## src/logic/jtb_defs.vh

```
// Constants of the test access port block: states, instruction codes, register widths, FIFO depth.
`ifndef JTB_DEFS_VH
`define JTB_DEFS_VH

// State codes of the sixteen-state controller
`define JTB_ST_RESET      4'h0
`define JTB_ST_IDLE       4'h1
`define JTB_ST_SEL_DR     4'h2
`define JTB_ST_CAP_DR     4'h3
`define JTB_ST_SHIFT_DR   4'h4
`define JTB_ST_EXIT1_DR   4'h5
`define JTB_ST_PAUSE_DR   4'h6
`define JTB_ST_EXIT2_DR   4'h7
`define JTB_ST_UPD_DR     4'h8
`define JTB_ST_SEL_IR     4'h9
`define JTB_ST_CAP_IR     4'ha
`define JTB_ST_SHIFT_IR   4'hb
`define JTB_ST_EXIT1_IR   4'hc
`define JTB_ST_PAUSE_IR   4'hd
`define JTB_ST_EXIT2_IR   4'he
`define JTB_ST_UPD_IR     4'hf

// Instruction register
`define JTB_IR_W          8
`define JTB_IR_CAPTURE    8'h81
`define JTB_IR_BYPASS     8'hff
`define JTB_IR_RESET_VAL  8'hff

// Generic data register width and its reset value
`define JTB_DR_W          8
`define JTB_DR_RESET_VAL  8'h00

// Bypass captures zero
`define JTB_BYP_CAPTURE   1'b0

// FIFO depth in front of the update port
`define JTB_FIFO_DEPTH    8
`define JTB_FIFO_AW       3

`endif

```

## src/logic/jtb_fifo.v

```verilog
// Small synchronous FIFO with valid/ready on both sides.
`timescale 1ns/10ps
`default_nettype none
module jtb_fifo #(
	parameter WIDTH = 8,
	parameter DEPTH = 8,
	parameter AW    = 3
) (
	input  wire             clk,
	input  wire             arst_n,
	input  wire             ce,
	input  wire [WIDTH-1:0] in_data,
	input  wire             in_valid,
	output wire             in_ready,
	output reg  [WIDTH-1:0] out_data,
	output wire             out_valid,
	input  wire             out_ready
);
	reg [WIDTH-1:0] mem [0:DEPTH-1];
	reg [AW-1:0]    wr_q;
	reg [AW-1:0]    rd_q;
	reg [AW:0]      cnt_q;
	wire            push;
	wire            pop;
	wire [AW-1:0]   rd_nx;

	// Full and empty come straight from the occupancy count
	assign in_ready  = (cnt_q != DEPTH[AW:0]);
	assign out_valid = (cnt_q != {(AW+1){1'b0}});
	assign push      = ce && in_valid && in_ready;
	assign pop       = ce && out_valid && out_ready;
	assign rd_nx     = pop ? rd_q + 1'b1 : rd_q;

	// Storage array has no reset; pointers, count and head word do
	always @(posedge clk) begin
		if (push)
			mem[wr_q] <= in_data;
	end

	// Pointers and count
	always @(posedge clk or negedge arst_n) begin
		if (!arst_n) begin
			wr_q  <= {AW{1'b0}};
			rd_q  <= {AW{1'b0}};
			cnt_q <= {(AW+1){1'b0}};
		end else begin
			if (push)
				wr_q <= wr_q + 1'b1;
			if (pop)
				rd_q <= rd_q + 1'b1;
			if (push && !pop)
				cnt_q <= cnt_q + 1'b1;
			else if (pop && !push)
				cnt_q <= cnt_q - 1'b1;
		end
	end

	// Registered head word follows the next read slot; a write into that slot
	// is forwarded, so valid and data never disagree for a cycle
	always @(posedge clk or negedge arst_n) begin
		if (!arst_n)
			out_data <= {WIDTH{1'b0}};
		else if (ce) begin
			if (push && (wr_q == rd_nx))
				out_data <= in_data;
			else
				out_data <= mem[rd_nx];
		end
	end
endmodule // jtb_fifo
`default_nettype wire

```

## src/logic/jtb_tap.v

```verilog
// Test access port: controller, instruction, bypass and data registers.
// What this block does
// - Leaving capture-IR loads the instruction shifter with 10000001.
// - Serial output is enabled on the falling edge after entering a shift state.
// - In shift-IR one bit enters per rising edge while old contents shift out.
// - Last instruction bit shifts on the edge moving shift-IR to exit1-IR.
// - All-ones instruction decodes as bypass once updated.
// - Update-IR moves the shifted instruction into the active latch on falling edge.
// - Reaching exit1 tristates the serial output on the falling edge.
// - Bypass register captures zero on the edge leaving capture-DR.
// - Bypass delays serial input by one stage; 101 in gives 010 out.
// - Update-DR queues shifted data on falling edge, unless bypass is selected or the queue is full.
// - Inputs sampled on rising test clock; serial output and instruction latch change only on falling edges.
`timescale 1ns/10ps
`default_nettype none
`include "jtb_defs.vh"
module jtb_tap #(
	parameter IR_W  = `JTB_IR_W,
	parameter DR_W  = `JTB_DR_W,
	parameter DEPTH = `JTB_FIFO_DEPTH,
	parameter AW    = `JTB_FIFO_AW
) (
	input  wire            core_clk,
	input  wire            arst_n,
	input  wire            clk_en,
	input  wire            tck,
	input  wire            tms,
	input  wire            tdi,
	output reg             tdo_o,
	output reg             tdo_oe,
	output reg  [IR_W-1:0] instr_q,
	output wire            bypass_sel,
	output wire [DR_W-1:0] upd_data,
	output wire            upd_valid,
	input  wire            upd_ready,
	output wire            upd_stall,
	output wire [3:0]      tap_state
);
	// Controller state codes
	localparam [3:0] ST_RESET    = `JTB_ST_RESET;
	localparam [3:0] ST_IDLE     = `JTB_ST_IDLE;
	localparam [3:0] ST_SEL_DR   = `JTB_ST_SEL_DR;
	localparam [3:0] ST_CAP_DR   = `JTB_ST_CAP_DR;
	localparam [3:0] ST_SHIFT_DR = `JTB_ST_SHIFT_DR;
	localparam [3:0] ST_EXIT1_DR = `JTB_ST_EXIT1_DR;
	localparam [3:0] ST_PAUSE_DR = `JTB_ST_PAUSE_DR;
	localparam [3:0] ST_EXIT2_DR = `JTB_ST_EXIT2_DR;
	localparam [3:0] ST_UPD_DR   = `JTB_ST_UPD_DR;
	localparam [3:0] ST_SEL_IR   = `JTB_ST_SEL_IR;
	localparam [3:0] ST_CAP_IR   = `JTB_ST_CAP_IR;
	localparam [3:0] ST_SHIFT_IR = `JTB_ST_SHIFT_IR;
	localparam [3:0] ST_EXIT1_IR = `JTB_ST_EXIT1_IR;
	localparam [3:0] ST_PAUSE_IR = `JTB_ST_PAUSE_IR;
	localparam [3:0] ST_EXIT2_IR = `JTB_ST_EXIT2_IR;
	localparam [3:0] ST_UPD_IR   = `JTB_ST_UPD_IR;

	// Two-flop synchronisers; only stage two is read by logic
	reg  [2:0] s1_q;
	reg  [2:0] s2_q;
	reg        tck_prev_q;
	wire       tck_s;
	wire       tms_s;
	wire       tdi_s;
	wire       rise;
	wire       fall;

	reg  [3:0]      st_q;
	reg  [3:0]      st_d;
	reg  [IR_W-1:0] ir_sh_q;
	reg             byp_q;
	reg  [DR_W-1:0] dr_sh_q;
	reg             out_bit;
	wire            shifting;
	wire            push;
	wire            fifo_rdy;

	assign tck_s      = s2_q[0];
	assign tms_s      = s2_q[1];
	assign tdi_s      = s2_q[2];
	assign rise       = tck_s && !tck_prev_q;
	assign fall       = !tck_s && tck_prev_q;
	assign tap_state  = st_q;
	assign bypass_sel = (instr_q == `JTB_IR_BYPASS);
	assign upd_stall  = !fifo_rdy;
	assign shifting   = (st_q == ST_SHIFT_IR) || (st_q == ST_SHIFT_DR);

	// Synchronise the link pins into the core clock domain
	always @(posedge core_clk or negedge arst_n) begin
		if (!arst_n) begin
			s1_q       <= 3'h0;
			s2_q       <= 3'h0;
			tck_prev_q <= 1'b0;
		end else if (clk_en) begin
			s1_q       <= {tdi, tms, tck};
			s2_q       <= s1_q;
			tck_prev_q <= tck_s;
		end
	end

	// Next-state graph of the controller
	always @* begin
		case (st_q)
		ST_RESET:    st_d = tms_s ? ST_RESET : ST_IDLE;
		ST_IDLE:     st_d = tms_s ? ST_SEL_DR : ST_IDLE;
		ST_SEL_DR:   st_d = tms_s ? ST_SEL_IR : ST_CAP_DR;
		ST_CAP_DR:   st_d = tms_s ? ST_EXIT1_DR : ST_SHIFT_DR;
		ST_SHIFT_DR: st_d = tms_s ? ST_EXIT1_DR : ST_SHIFT_DR;
		ST_EXIT1_DR: st_d = tms_s ? ST_UPD_DR : ST_PAUSE_DR;
		ST_PAUSE_DR: st_d = tms_s ? ST_EXIT2_DR : ST_PAUSE_DR;
		ST_EXIT2_DR: st_d = tms_s ? ST_UPD_DR : ST_SHIFT_DR;
		ST_UPD_DR:   st_d = tms_s ? ST_SEL_DR : ST_IDLE;
		ST_SEL_IR:   st_d = tms_s ? ST_RESET : ST_CAP_IR;
		ST_CAP_IR:   st_d = tms_s ? ST_EXIT1_IR : ST_SHIFT_IR;
		ST_SHIFT_IR: st_d = tms_s ? ST_EXIT1_IR : ST_SHIFT_IR;
		ST_EXIT1_IR: st_d = tms_s ? ST_UPD_IR : ST_PAUSE_IR;
		ST_PAUSE_IR: st_d = tms_s ? ST_EXIT2_IR : ST_PAUSE_IR;
		ST_EXIT2_IR: st_d = tms_s ? ST_UPD_IR : ST_SHIFT_IR;
		ST_UPD_IR:   st_d = tms_s ? ST_SEL_DR : ST_IDLE;
		default:     st_d = ST_RESET;
		endcase
	end

	// Controller state moves only on a detected test-clock rise
	always @(posedge core_clk or negedge arst_n) begin
		if (!arst_n)
			st_q <= ST_RESET;
		else if (clk_en && rise)
			st_q <= st_d;
	end

	// Instruction shifter; capture and shift act on the state being left,
	// so the last bit goes in on the very edge that moves to exit1
	always @(posedge core_clk or negedge arst_n) begin
		if (!arst_n)
			ir_sh_q <= `JTB_IR_CAPTURE;
		else if (clk_en && rise) begin
			if (st_q == ST_CAP_IR)
				ir_sh_q <= `JTB_IR_CAPTURE;
			else if (st_q == ST_SHIFT_IR)
				ir_sh_q <= {tdi_s, ir_sh_q[IR_W-1:1]};
		end
	end

	// Bypass stage: a known zero leads every bypass scan out
	always @(posedge core_clk or negedge arst_n) begin
		if (!arst_n)
			byp_q <= 1'b0;
		else if (clk_en && rise && bypass_sel) begin
			if (st_q == ST_CAP_DR)
				byp_q <= `JTB_BYP_CAPTURE;
			else if (st_q == ST_SHIFT_DR)
				byp_q <= tdi_s;
		end
	end

	// Generic data shifter, idle while bypass owns the scan path
	always @(posedge core_clk or negedge arst_n) begin
		if (!arst_n)
			dr_sh_q <= `JTB_DR_RESET_VAL;
		else if (clk_en && rise && !bypass_sel && (st_q == ST_SHIFT_DR))
			dr_sh_q <= {tdi_s, dr_sh_q[DR_W-1:1]};
	end

	// Serial bit chosen for the output stage
	always @* begin
		if (st_q == ST_SHIFT_IR)
			out_bit = ir_sh_q[0];
		else if (bypass_sel)
			out_bit = byp_q;
		else
			out_bit = dr_sh_q[0];
	end

	// Output pin and enable change only on a detected fall; the data bit
	// holds while the pin is released, so it never toggles undriven
	always @(posedge core_clk or negedge arst_n) begin
		if (!arst_n) begin
			tdo_o  <= 1'b0;
			tdo_oe <= 1'b0;
		end else if (clk_en && fall) begin
			tdo_oe <= shifting;
			if (shifting)
				tdo_o <= out_bit;
		end
	end

	// Active instruction latch: loaded from the shifter in update-IR,
	// forced back to bypass while the controller sits in reset
	always @(posedge core_clk or negedge arst_n) begin
		if (!arst_n)
			instr_q <= `JTB_IR_RESET_VAL;
		else if (clk_en && fall) begin
			if (st_q == ST_UPD_IR)
				instr_q <= ir_sh_q;
			else if (st_q == ST_RESET)
				instr_q <= `JTB_IR_RESET_VAL;
		end
	end

	// Update-DR pushes the shifted word into the parallel-latch queue
	// Stalls of the queue do not hold the link: a full queue drops the word
	assign push = clk_en && fall && (st_q == ST_UPD_DR) && !bypass_sel;

	jtb_fifo #(
		.WIDTH (DR_W),
		.DEPTH (DEPTH),
		.AW    (AW)
	) u_fifo (
		.clk       (core_clk),
		.arst_n    (arst_n),
		.ce        (clk_en),
		.in_data   (dr_sh_q),
		.in_valid  (push),
		.in_ready  (fifo_rdy),
		.out_data  (upd_data),
		.out_valid (upd_valid),
		.out_ready (upd_ready)
	);
endmodule // jtb_tap
`default_nettype wire

```

## config.mk

```make
export PLATFORM = sky130hd
export DESIGN_NAME = jtb_tap
export DESIGN_NICKNAME = d
export VERILOG_FILES = /design/src/logic/jtb_fifo.v /design/src/logic/jtb_tap.v
export VERILOG_INCLUDE_DIRS = /design/src /design/src/logic
export SDC_FILE = /design/constraint.sdc
export NUM_CORES = 1
export LEC_CHECK = 0
export ABC_AREA = 1
export BUFFER_PORTS_ARGS = -buffer_cell sky130_fd_sc_hd__buf_4
export CAP_MARGIN = 40
export CELL_PAD_IN_SITES_DETAIL_PLACEMENT = 1
export CELL_PAD_IN_SITES_GLOBAL_PLACEMENT = 1
export CORE_UTILIZATION = 40
export DETAILED_ROUTE_END_ITERATION = 6
export PLACE_DENSITY_LB_ADDON = 0.1
export SETUP_SLACK_MARGIN = 0.2
export SKIP_LAST_GASP = 1
export SLEW_MARGIN = 10
export SYNTH_ARGS = -nofsm -noshare
export SYNTH_HDL_FRONTEND = slang
export SYNTH_SLANG_ARGS = --single-unit
```

## constraint.sdc

```tcl
create_clock -name core_clk -period 2.3 [get_ports core_clk]
set_input_delay 0.115 -clock core_clk [delete_from_list [all_inputs] [get_ports core_clk]]
set_output_delay 0.115 -clock core_clk [all_outputs]
set_load 0.03 [all_outputs]
```

==> results of run 1 <==
==> synth_stat cells, types with 8 or more instances <==
master / instances / area [sq um]
sky130_fd_sc_hd__nor2_1: 29 / 109
sky130_fd_sc_hd__a21oi_1: 18 / 90.1
sky130_fd_sc_hd__nor3_1: 10 / 50.1
sky130_fd_sc_hd__inv_1: 101 / 379
sky130_fd_sc_hd__nand3_1: 107 / 536
sky130_fd_sc_hd__nand4_1: 8 / 50.1
sky130_fd_sc_hd__dfrtp_1: 46 / 1150
sky130_fd_sc_hd__dfstp_2: 10 / 263
sky130_fd_sc_hd__o21ai_0: 18 / 90.1
sky130_fd_sc_hd__nand2_1: 118 / 443
sky130_fd_sc_hd__nand3b_1: 8 / 60.1
sky130_fd_sc_hd__edfxtp_1: 64 / 1920
sky130_fd_sc_hd__buf_2: 11 / 55.1
==> sequential cells by signal, summed over array words and instances (netlist names) <==
signal,flops
tap_state,4
u_fifo.mem,64
u_fifo.out_data,8
u_fifo.wr_q,3
tdo_oe,1
instr_q,8
s1_q,3
tdo_o,1
s2_q,3
u_fifo.rd_q,3
ir_sh_q,8
tck_prev_q,1
u_fifo.cnt_q,4
byp_q,1
dr_sh_q,8
==> power by group <==
part	switching [mW]	internal [mW]	leakage, nW	total, mW
Clock	0.931	1.50	0.255	2.43
Sequential	0.520	2.86	1.21	3.38
Combinational	2.39	1.34	1.81	3.74
Total	3.84	5.69	3.27	9.54
==> worst max-delay path, stage by stage, from the launching register on <==
cell                      delay, ps
sky130_fd_sc_hd__dfstp_2        540
sky130_fd_sc_hd__nand2_1         60
sky130_fd_sc_hd__nor2_1          90
sky130_fd_sc_hd__nand2_1        100
sky130_fd_sc_hd__nand3_2         90
sky130_fd_sc_hd__inv_2           60
sky130_fd_sc_hd__ha_4           170
sky130_fd_sc_hd__inv_4           70
sky130_fd_sc_hd__ha_4           190
sky130_fd_sc_hd__a21o_1         160
sky130_fd_sc_hd__a21oi_2        140
sky130_fd_sc_hd__nand2_1         80
sky130_fd_sc_hd__nand2_1         70
sky130_fd_sc_hd__nor2_1          50
sky130_fd_sc_hd__xor2_1         140
==> layer usage <==
metal,up-vias,part of all wire [%]
met2,52,54
met3,22,2.0
li1,2171,-
met5,-,0
met4,0,2.2
met1,2258,42
==> cell type report <==
cell class / instances / area [sq um] / area share [%]
Multi-Input combinational cell: 367 / 2060 / 28.8
Sequential cell: 120 / 3340 / 46.9
Clock buffer: 22 / 454 / 6.37
Timing Repair Buffer: 71 / 566 / 7.94
Inverter: 105 / 402 / 5.64
Tap cell: 180 / 225 / 3.16
Clock inverter: 10 / 80.1 / 1.12
==> logic make-up after synthesis <==
family | share of synthesized area (%)
and+or+nand+nor | 25.3
AOI/OAI and AO/OA | 5.55
DFF | 58.3
xor gates and xnor gates | 0.612
adders and majority gates | 1.44
buffers and inverters | 8.81
==> placed cells by master (no fill, tap or decap), types with 4 or more instances in the layout <==
cell type and instances:
sky130_fd_sc_hd__clkinv_2 4, sky130_fd_sc_hd__nor2_1 27, sky130_fd_sc_hd__inv_2 5, sky130_fd_sc_hd__nand3_2 6, sky130_fd_sc_hd__a21oi_1 17, sky130_fd_sc_hd__o22ai_1 6, sky130_fd_sc_hd__nor2_2 4, sky130_fd_sc_hd__buf_4 61
sky130_fd_sc_hd__nand3b_1 8, sky130_fd_sc_hd__nand4_1 8, sky130_fd_sc_hd__buf_6 6, sky130_fd_sc_hd__nor3_2 6, sky130_fd_sc_hd__o21ai_0 18, sky130_fd_sc_hd__nor3_1 4, sky130_fd_sc_hd__dfrtp_2 7, sky130_fd_sc_hd__inv_1 97
sky130_fd_sc_hd__nand2_8 4, sky130_fd_sc_hd__nand3_1 101, sky130_fd_sc_hd__dfstp_2 10, sky130_fd_sc_hd__clkbuf_1 4, sky130_fd_sc_hd__dfrtp_1 39, sky130_fd_sc_hd__nand2_1 116, sky130_fd_sc_hd__nor2_4 5, sky130_fd_sc_hd__edfxtp_1 64
sky130_fd_sc_hd__nand2_2 5, sky130_fd_sc_hd__clkbuf_16 17, sky130_fd_sc_hd__dlygate4sd3_1 4
==> repair_timing <==
| item | 4_1_cts | 5_1_grt |
|---|---|---|
| setup endpoints to repair | 46 | 74 |
| buffers inserted | 9 | 3 |
| resized for setup | 9 | 22 |
| hold buffers | 4 | 0 |
| cloned | 0 | 0 |
| pin swaps | 3 | 1 |
| hold endpoints to repair | 49 | 0 |
==> worst min-delay path by stage <==
| stage | endpoint | from | depth (start not counted) |
|---|---|---|---|
| final | u_fifo.out_data[2]$_DFFE_PN0P_ | clk_en | 3 |
| after global routing | u_fifo.out_data[3]$_DFFE_PN0P_ | clk_en | 3 |
| after CTS | u_fifo.out_data[2]$_DFFE_PN0P_ | clk_en | 3 |
| after detailed placement | u_fifo.out_data[1]$_DFFE_PN0P_ | arst_n | 1 |
| after global placement | u_fifo.out_data[0]$_DFFE_PN0P_ | arst_n | 1 |
| after floorplan | byp_q$_DFFE_PN0P_ | arst_n | 0 |
==> impl_results.md, run 1 <==
* Async S/R FF share, synth at 46.7%
* Total die area at 0.0148 sq mm
* DR WL/cell at 18.1 um
* Syn. warnings at 0
* Critical path launch point type: flop
* Maximum clock skew at final layout at 7.96 ps
* Element type at the critical path end: flop
* Clock tree from TritonCTS: done
* Proportion of synthesized chip area in sequential cells at 58.3%
* Slew at the pin closest to its max-slew limit at 725 ps
* Global route total overflow at 0
* Max-slew violation count at 0
* Total placed instance area at 0.00632 sq mm
* Avg Vias per Cell at 5.15
* Setup repair after global routing missed its margin: yes
* CTS buffer count at 17
* Critical path arrival at 2410 ps
* Reg2Reg Setup Slack at 180 ps
* Result of the run: complete, no violations
* Finished Cell Area at 0.00713 sq mm
* Vias in the first global route at 4930
* Met1 Resource Use GR at 26.9%
* Initial DRT Pass Iterations at 5
* Met3 global-route usage at 4.45%
* Critical Path RT at 2580 ps
* Max-slew headroom at 51.7%
* Floorplan die width at 122 um
* Maximum fanout along the worst path at 3
* Placed cells at 827
* Placer congestion estimate at 0.866
* Clock Sink Count at 120
* Capturing instance or port of the critical path: u_fifo.cnt_q[3]$_DFFE_PN0P_
* Total half-perimeter wirelength after legalization and detailed placement at 11.1 mm
* Total Power at 9.54 mW
* Number of buffers on the longest clock path at 2
* Root Driver: sky130_fd_sc_hd__clkbuf_16
* Top-level port count at 32
* Layout cells sized above 1 at 22.7%
* Worst-Skew Late Latency at 410 ps
* Number of buffers added on ports at 31
* Gate count of the mapped netlist at 609
* Lkg Pwr at 3.27 nW
* Capture instance of the worst register-to-register path: u_fifo.cnt_q[3]$_DFFE_PN0P_
* Post-synth EDFFs at 64
* Minimum setup slack after placement at 26.3 ps
* Min-Delay Path Class: primary input to flop
* Most frequently used flop master after synthesis: sky130_fd_sc_hd__edfxtp_1
* Max-cap check violation count at 0
* Final Worst Setup Slack at 178 ps
* CORE AREA at 0.0139 sq mm
* Peak supply drop at 0.699 mV
* Synth Area per Inst at 9.40 sq um
* Initial Util at 41.1%
* Utilization after layout at 51.1%
* Number of distinct library cells after synthesis at 39
* Antenna cell count at 0
* Antenna Violating Nets Remaining at 0
* Total negative slack at 0 ps
* CTS clk-pin slew, worst paths at 60 ps
* Global-route wire length before repair at 25.7 mm
* Reg-to-reg critical path startpoint: instr_q[7]$_DFFE_PN1P_
* Number of H-tree levels at 4
* Final net count at 695
* Register bit total from synthesis at 120
* Worst hold slack across all endpoints at 51.8 ps
* Clock period minus final worst setup slack at 2120 ps
* Final worst-path cycle share at 92.3%
* Number of endpoints failing setup at the final stage at 0
* Vias after detailed routing at 4503
* Number of nets in the synthesized netlist at 622
* Max frequency at 471 MHz
* Critical Path Source: instr_q[7]$_DFFE_PN1P_
* Sum of routed wire length over all layers at 15.9 mm
* Number of standard-cell rows in the floorplan at 43
* Largest net degree at the start of global routing at 57
* Initial antenna violation count at 0
* Busiest metal layer after global routing: met2
* Power density over the cells at 1340 mW/mm^2
* Total routing usage reported by global routing at 23.4%
* R2R cell count at 14
* Area grow syn2layout at 24.5%
* Number of standard cells in the layout, taps in and fillers out at 875
* Synth Cell Area at 0.00572 sq mm
* Iter 0 DRT Violations at 268
* Remaining DRCs at 0
* Height of the die at 122 um
* Critical path class: flop to flop
* Number of inserted filler cells in the final layout at 1588
* Total count of hold-check failures in the final report at 0
* Routing usage on met2 at 42.2%
Note: power is estimated with default switching activity, not from simulation.
==> run 2, diff against run 1 <==
--- a/config.mk
+++ b/config.mk
@@ -6,7 +6,6 @@
 export SDC_FILE = /design/constraint.sdc
 export NUM_CORES = 1
 export LEC_CHECK = 0
-export ABC_AREA = 1
 export BUFFER_PORTS_ARGS = -buffer_cell sky130_fd_sc_hd__buf_4
 export CAP_MARGIN = 40
 export CELL_PAD_IN_SITES_DETAIL_PLACEMENT = 1
==> impl_results.md, run 2 <==
* Total routing usage reported by global routing at 23.2% (-0.23 points)
* Result of the run: finished, violations left
* Share of Yosys cell area claimed by the top area cell type at 31.7% (-1.9 points)
* Leading area contributor after synthesis: sky130_fd_sc_hd__edfxtp_1
* R2R cell count at 9 (-5)
* Number of buffers on the longest clock path at 2 (unchanged)
* Slew at the pin closest to its max-slew limit at 768 ps (+43.1 ps)
* CTS clk-pin slew, worst paths at 50 ps (about the same)
* Register bit total from synthesis at 120 (unchanged)
* Total half-perimeter wirelength after legalization and detailed placement at 11.1 mm (+0.19%)
* Gate count of the mapped netlist at 470 (-23%)
* Total die area at 0.0156 sq mm (+5.8%)
* Busiest metal layer after global routing: met2
* Lkg Pwr at 3.13 nW (-4.4%)
* CORE AREA at 0.0146 sq mm (+5.1%)
* Number of H-tree levels at 4 (unchanged)
* Max-slew violation count at 0 (unchanged)
* Max-cap check violation count at 0 (unchanged)
* Maximum clock skew at final layout at 6.68 ps (-1.28 ps)
* Post-synth EDFFs at 64 (unchanged)
* Initial DRT Pass Iterations at 4 (-1)
* Vias in the first global route at 4851 (-1.6%)
* Floorplan die width at 125 um (+2.8%)
* Clock tree from TritonCTS: done
* Initial Util at 41.4% (+0.30 points)
* Routing usage on met2 at 38.4% (-3.8 points)
* Final net count at 581 (-16%)
* Antenna Violating Nets Remaining at 0 (unchanged)
* Critical Path RT at 2600 ps (+20 ps)
* Setup repair after global routing missed its margin: yes
* Number of standard-cell rows in the floorplan at 44 (+2.3%)
* Met3 global-route usage at 3.64% (-0.81 points)
* Synth Area per Inst at 12.9 sq um (+37%)
* Multi-input gate area in the final layout at 0.00274 sq mm (+33%)
* Global-route wire length before repair at 27.3 mm (+6.2%)
* Vias after detailed routing at 4406 (-2.2%)
* Worst hold stages at 3 (unchanged)
* Combined flip-flop and latch cell area at 0.00334 sq mm (about the same)
* Final Worst Setup Slack at -118 ps (-296 ps)
* Largest cells by area after synthesis: sky130_fd_sc_hd__edfxtp_1 (32%), sky130_fd_sc_hd__dfrtp_1 (19%), sky130_fd_sc_hd__mux2_2 (10%)
* Number of buffers added on ports at 31 (unchanged)
* Final worst-path cycle share at 105% (+13 points)
* Top library cells by usage in the layout, fill and taps aside: sky130_fd_sc_hd__buf_4 (92), sky130_fd_sc_hd__edfxtp_1 (64), sky130_fd_sc_hd__mux2_2 (54)
* Library cell with the highest instance count after synthesis: sky130_fd_sc_hd__edfxtp_1
* Proportion of synthesized chip area in sequential cells at 55.0% (-3.2 points)
* CTS buffer count at 17 (unchanged)
* Remaining DRCs at 0 (unchanged)
* Largest net degree at the start of global routing at 57 (unchanged)
* Sum of routed wire length over all layers at 17.1 mm (+8.0%)
* Global route total overflow at 0 (unchanged)
* Element type at the critical path end: flop
* Number of endpoints failing setup at the final stage at 35 (+35)
* Number of nets in the synthesized netlist at 483 (-22%)
* DR WL/cell at 22.4 um (+24%)
* Number of distinct library cells after synthesis at 53 (+36%)
* Number of inserted filler cells in the final layout at 1480 (-6.8%)
* Critical path class: flop to flop
* Met1 Resource Use GR at 30.2% (+3.3 points)
* Utilization after layout at 54.1% (+3.0 points)
* Largest reg by FF count: u_fifo.mem
* Largest register FFs at 64 (unchanged)
* Total count of hold-check failures in the final report at 0 (unchanged)
* Antenna cell count at 0 (unchanged)
* Syn. warnings at 0 (unchanged)
* Min-Delay Path Class: primary input to flop
* Initial antenna violation count at 0 (unchanged)
* Area grow syn2layout at 30.8%
* Worst-Skew Late Latency at 420 ps (about the same)
* Worst hold slack across all endpoints at 75.3 ps (+23.6 ps)
* Clock Sink Count at 120 (unchanged)
* Violations in the final reports: setup timing
* Peak supply drop at 0.931 mV (+33%)
* Iter 0 DRT Violations at 224 (-16%)
* Critical path arrival at 2710 ps (+300 ps)
* Avg Vias per Cell at 5.76 (+12%)
* Most frequently used flop master after synthesis: sky130_fd_sc_hd__edfxtp_1
* Height of the die at 125 um (+2.8%)
* Max frequency at 413 MHz (-12%)
* Synth Cell Area at 0.00606 sq mm (+5.9%)
* Clock period minus final worst setup slack at 2420 ps (+296 ps)
* Layout cells sized above 1 at 41.5% (+19 points)
* Root Driver: sky130_fd_sc_hd__clkbuf_16
* Critical path launch point type: flop
* Power density over the cells at 1240 mW/mm^2 (-7.5%)
* Async S/R FF share, synth at 46.7% (unchanged)
* Placed cells at 719 (-13%)
* Minimum setup slack after placement at -144 ps (-170 ps)
* Most common cell after layout, fill and taps aside: sky130_fd_sc_hd__buf_4
* Placer congestion estimate at 0.785 (-9.4%)
* Max-slew headroom at 48.8% (-2.9 points)
* Number of standard cells in the layout, taps in and fillers out at 765 (-13%)
* Post-synth top cells: sky130_fd_sc_hd__edfxtp_1 (64), sky130_fd_sc_hd__mux2_2 (55), sky130_fd_sc_hd__dfrtp_1 (46)
* Top-level port count at 32 (unchanged)
* Total Power at 9.82 mW (+2.9%)
* Maximum fanout along the worst path at 2 (-1)
-- run 2: cell types whose count changed in the layout (fill, tap and decap cells not counted), sizes merged, moves of 21 or more --
cell   change
nand2    -111
nand3    -106
buf       +42
mux2      +57
inv       -98
nor2      -21
mux2i     +33
-- run 2: metrics by stage --
stage               area [sq um]  setup TNS (ps)
finish                      7930           -2530
global route                7930           -5810
CTS                         7860            -510
floorplan                   6200           -1480
detailed placement          7120           -1210
global placement            7120            -217
-- run 2: kinds of logic after synthesis --
group / count (synthesis) / synth area share (%)
AOI/OAI and AO/OA: 107 / 13.9
xor gates and xnor gates: 10 / 1.82
adders and majority gates: 6 / 1.36
buffers and inverters: 41 / 2.60
DFF: 120 / 55.0
muxes: 90 / 16.0
and+or+nand+nor: 96 / 9.27
-- run 2: power by group --
part	internal, mW	switching (mW)
clock	1.77	0.939
sequential	2.62	0.277
combinational	1.98	2.23
total	6.37	3.45
-- run 2: final timing paths --
check | slack (ps) | from | end
max in group asynchronous | 1430 | arst_n | tap_state[3]$_DFFE_PN0P_
setup / recovery | -120 | u_fifo.cnt_q[3]$_DFFE_PN0P_ | u_fifo.cnt_q[1]$_DFFE_PN0P_
min in group asynchronous | 320 | arst_n | u_fifo.cnt_q[2]$_DFFE_PN0P_
hold reg to reg | 470 | tdo_o$_DFFE_PN0P_ | tdo_o$_DFFE_PN0P_
setup reg to reg | -120 | u_fifo.cnt_q[3]$_DFFE_PN0P_ | u_fifo.cnt_q[1]$_DFFE_PN0P_
hold / removal | 80 | clk_en | tck_prev_q$_DFFE_PN0P_
-- run 2: final cells by class --
| type | instances | area share, % |
|---|---|---|
| clock buffers | 22 | 5.98 |
| clock inverters | 10 | 1.59 |
| inverters | 7 | 0.426 |
| multi-input cells | 309 | 34.6 |
| flip-flops and latches | 120 | 42.2 |
| well taps | 184 | 2.90 |
| repair buffers | 113 | 12.3 |
-- run 2: repair_timing --
action | CTS | global route
setup endpoints to repair | 67 | 73
gates resized for setup | 14 | 7
buffers inserted | 6 | 4
gates cloned | 0 | 0
pin swaps | 5 | 4
hold buffers | 4 | 0
hold endpoints to repair | 49 | 0
-- run 2: layer usage --
metal | share of wire (%) | routed length [um] | vias to the layer above
met5 | 0 | 0 | -
met4 | 2.2 | 377 | 0
met3 | 3.1 | 532 | 31
met2 | 50 | 8550 | 72
met1 | 45 | 7680 | 2261
li1 | - | - | 2042
-- run 2: worst max-delay path, stage by stage, from the launching register on --
cell and delay, ps:
sky130_fd_sc_hd__dfrtp_1 400, sky130_fd_sc_hd__nor4b_4 150, sky130_fd_sc_hd__or3_4 380, sky130_fd_sc_hd__or2_4 260
sky130_fd_sc_hd__inv_4 60, sky130_fd_sc_hd__ha_4 150, sky130_fd_sc_hd__inv_6 40, sky130_fd_sc_hd__buf_4 140
sky130_fd_sc_hd__fa_2 430, sky130_fd_sc_hd__mux2_4 290
==> run 3, diff against run 2 <==
--- a/config.mk
+++ b/config.mk
@@ -10,6 +10,7 @@
 export CAP_MARGIN = 40
 export CELL_PAD_IN_SITES_DETAIL_PLACEMENT = 1
 export CELL_PAD_IN_SITES_GLOBAL_PLACEMENT = 1
+export CORE_ASPECT_RATIO = 1.5
 export CORE_UTILIZATION = 40
 export DETAILED_ROUTE_END_ITERATION = 6
 export PLACE_DENSITY_LB_ADDON = 0.1
@@ -19,3 +20,4 @@
 export SYNTH_ARGS = -nofsm -noshare
 export SYNTH_HDL_FRONTEND = slang
 export SYNTH_SLANG_ARGS = --single-unit
+export TNS_END_PERCENT = 1
==> impl_results.md, run 3 (same netlist as run 2, synthesis figures left out) <==
* Result of the run: finished, violations left
* Violations in the final reports: setup timing
* Initial Util at 41.3% (-0.049 points)
* Startpoint of the lowest-slack hold path: clk_en
* Worst Path Buf+Inv at 2 (-1)
* Layout cells sized above 1 at 39.0% (-2.5 points)
* Antenna Violating Nets Remaining at 0 (unchanged)
* Final Worst Setup Slack at -104 ps (+14.3 ps)
* Element type at the critical path end: flop
* R2R cell count at 12 (+3)
* Final worst-path cycle share at 105% (-0.62 points)
* Total Power at 9.55 mW (-2.7%)
* CTS clk-pin slew, worst paths at 60 ps (about the same)
* Max-cap check violation count at 0 (unchanged)
* Total die area at 0.0157 sq mm (about the same)
* Critical path launch point type: flop
* DR WL/cell at 21.6 um (-3.5%)
* Clock tree from TritonCTS: done
* Root Driver: sky130_fd_sc_hd__clkbuf_16
* Global-route wire length before repair at 27.0 mm (-1.1%)
* Number of standard-cell rows in the floorplan at 54 (+23%)
* Slowest cell on the critical path: sky130_fd_sc_hd__dfrtp_2
* Clock Sink Count at 120 (unchanged)
* Vias in the first global route at 4853 (+0.041%)
* Critical path arrival at 2710 ps (about the same)
* Avg Vias per Cell at 5.72 (-0.68%)
* Largest reg by FF count: u_fifo.mem
* Largest net degree at the start of global routing at 57 (unchanged)
* Number of endpoints failing setup at the final stage at 15 (-57%)
* Total routing usage reported by global routing at 23.5% (+0.33 points)
* Clock period minus final worst setup slack at 2400 ps (-14.3 ps)
* Slowest Stage Delay on Critical Path at 400 ps (-30 ps)
* Lkg Pwr at 3.01 nW (-3.8%)
* Largest register FFs at 64 (unchanged)
* Area grow syn2layout at 26.2%
* Slew at the pin closest to its max-slew limit at 726 ps (-41.9 ps)
* Remaining DRCs at 0 (unchanged)
* Sum of routed wire length over all layers at 16.5 mm (-3.5%)
* Setup repair after global routing missed its margin: yes
* Critical path class: flop to flop
* Reg-to-reg critical path startpoint: tap_state[2]$_DFFE_PN0P_
* Initial DRT Pass Iterations at 4 (unchanged)
* CORE AREA at 0.0147 sq mm (+0.12%)
* Combined flip-flop and latch cell area at 0.00334 sq mm (unchanged)
* Utilization after layout at 52.1% (-2.0 points)
* Number of H-tree levels at 4 (unchanged)
* Maximum fanout along the worst path at 3 (+1)
* Number of inserted filler cells in the final layout at 1485 (+0.34%)
* Max-slew violation count at 0 (unchanged)
* Vias after detailed routing at 4376 (-0.68%)
* Total negative slack at -638 ps (+1890 ps)
* Worst hold slack across all endpoints at 210 ps (+134 ps)
* Height of the die at 153 um (+22%)
* Worst-Skew Late Latency at 430 ps (about the same)
* Top library cells by usage in the layout, fill and taps aside: sky130_fd_sc_hd__buf_4 (92), sky130_fd_sc_hd__edfxtp_1 (64), sky130_fd_sc_hd__mux2_2 (55)
* Max-slew headroom at 51.6% (+2.8 points)
* Initial antenna violation count at 0 (unchanged)
* Multi-input gate area in the final layout at 0.00265 sq mm (-3.3%)
* End point of the worst hold path: tdo_oe$_DFFE_PN0P_
* Minimum setup slack after placement at -139 ps (+4.50 ps)
* Critical Path RT at 2600 ps (about the same)
* Top-level port count at 32 (unchanged)
* Min-Delay Path Class: primary input to flop
* Maximum clock skew at final layout at 12.1 ps (+5.38 ps)
* Final net count at 569 (-2.1%)
* Number of buffers added on ports at 31 (unchanged)
* Placer congestion estimate at 0.753 (-4.1%)
* Max frequency at 416 MHz (+0.60%)
* Number of buffers on the longest clock path at 2 (unchanged)
* Cell family contributing the most delay on the critical path: simple AND/OR/NAND/NOR gates
* Crit-path cells: nand2b_4 -> or3_1 -> or2_4 -> inv_4 -> ha_4 -> inv_4 -> ha_4 -> a21o_1 -> a21oi_2 -> xnor2_2 -> nor2_1 -> xor2_1
* Peak supply drop at 0.783 mV (-16%)
* Iter 0 DRT Violations at 129 (-42%)
* Post-CTS setup buffers at 0 (-6)
* Critical Path Source: tap_state[2]$_DFFE_PN0P_
* Global route total overflow at 0 (unchanged)
* Capture instance of the worst register-to-register path: u_fifo.cnt_q[3]$_DFFE_PN0P_
* Floorplan die width at 102 um (-18%)
* Antenna cell count at 0 (unchanged)
* Power density over the cells at 1250 mW/mm^2 (+0.82%)
* CTS buffer count at 17 (unchanged)
* Worst hold stages at 5 (+2)
* Most common cell after layout, fill and taps aside: sky130_fd_sc_hd__buf_4
* Reg2Reg Setup Slack at -100 ps (about the same)
* Total count of hold-check failures in the final report at 0 (unchanged)
* Total half-perimeter wirelength after legalization and detailed placement at 11.5 mm (+2.9%)
[run 3: cell count changes in the layout (fill, tap and decap cells not counted), sizes merged]
cell         change
inv             +13
buf             -13
clkbuf           -5
clkinv           -5
bufinv           -3
dlygate4sd3      +1
[run 3: worst register-to-register path, stage by stage, from the launching register on]
cell and delay [ps]:
sky130_fd_sc_hd__dfrtp_2 400, sky130_fd_sc_hd__nand2b_4 140, sky130_fd_sc_hd__or3_1 380, sky130_fd_sc_hd__or2_4 260
sky130_fd_sc_hd__inv_4 70, sky130_fd_sc_hd__ha_4 140, sky130_fd_sc_hd__inv_4 40, sky130_fd_sc_hd__ha_4 200
sky130_fd_sc_hd__a21o_1 150, sky130_fd_sc_hd__a21oi_2 170, sky130_fd_sc_hd__xnor2_2 130, sky130_fd_sc_hd__nor2_1 70
sky130_fd_sc_hd__xor2_1 140
[run 3: area by class of cell]
| type | instances | area share (%) |
|---|---|---|
| clock inverter | 15 | 1.67 |
| timing repair buffer | 101 | 10.7 |
| inverter | 7 | 0.409 |
| multi-input combinational | 309 | 34.7 |
| clock buffer | 17 | 5.56 |
| tap | 196 | 3.21 |
| sequential | 120 | 43.7 |
[run 3: where the power goes]
part	switching, mW	internal (mW)	leakage [nW]	total [mW]
clock network	1.11	1.42	0.275	2.53
logic	2.23	1.90	1.44	4.13
registers	0.276	2.61	1.30	2.89
[run 3: layer usage]
layer | vias to the layer above | global-route usage [%] | share of wire (%) | wire length, um
li1 | 2020 | - | - | -
met1 | 2232 | 26.5 | 39 | 6410
met2 | 92 | 42.2 | 55 | 9160
met3 | 32 | 5.14 | 3.5 | 575
met4 | 0 | 8.91 | 2.3 | 384
met5 | - | 0 | 0 | 0
[run 3: how the worst max path moves through the flow]
stage | end | slack [ps] | cells after the start
after global placement | u_fifo.cnt_q[3]$_DFFE_PN0P_ | -40 | 12
after CTS | u_fifo.cnt_q[3]$_DFFE_PN0P_ | -160 | 12
after detailed placement | u_fifo.cnt_q[3]$_DFFE_PN0P_ | -140 | 12
after floorplan | u_fifo.cnt_q[3]$_DFFE_PN0P_ | -160 | 12
after global routing | u_fifo.cnt_q[3]$_DFFE_PN0P_ | -210 | 12
final | u_fifo.cnt_q[3]$_DFFE_PN0P_ | -100 | 12
[run 3: what timing repair did]
action	in CTS	in global routing
pin swaps	4	1
gates cloned	0	0
gates resized for setup	0	1
endpoints found under the setup margin	64	75
endpoints found under the hold margin	51	0
hold buffers	5	0
[run 3: metrics by stage]
stage | instance area [sq um] | instances
4_1_cts | 7640 | 765
3_5_place_dp | 7030 | 728
5_1_grt | 7640 | 765
6_report | 7640 | 765
2_1_floorplan | 6150 | 470
3_3_place_gp | 7030 | 728
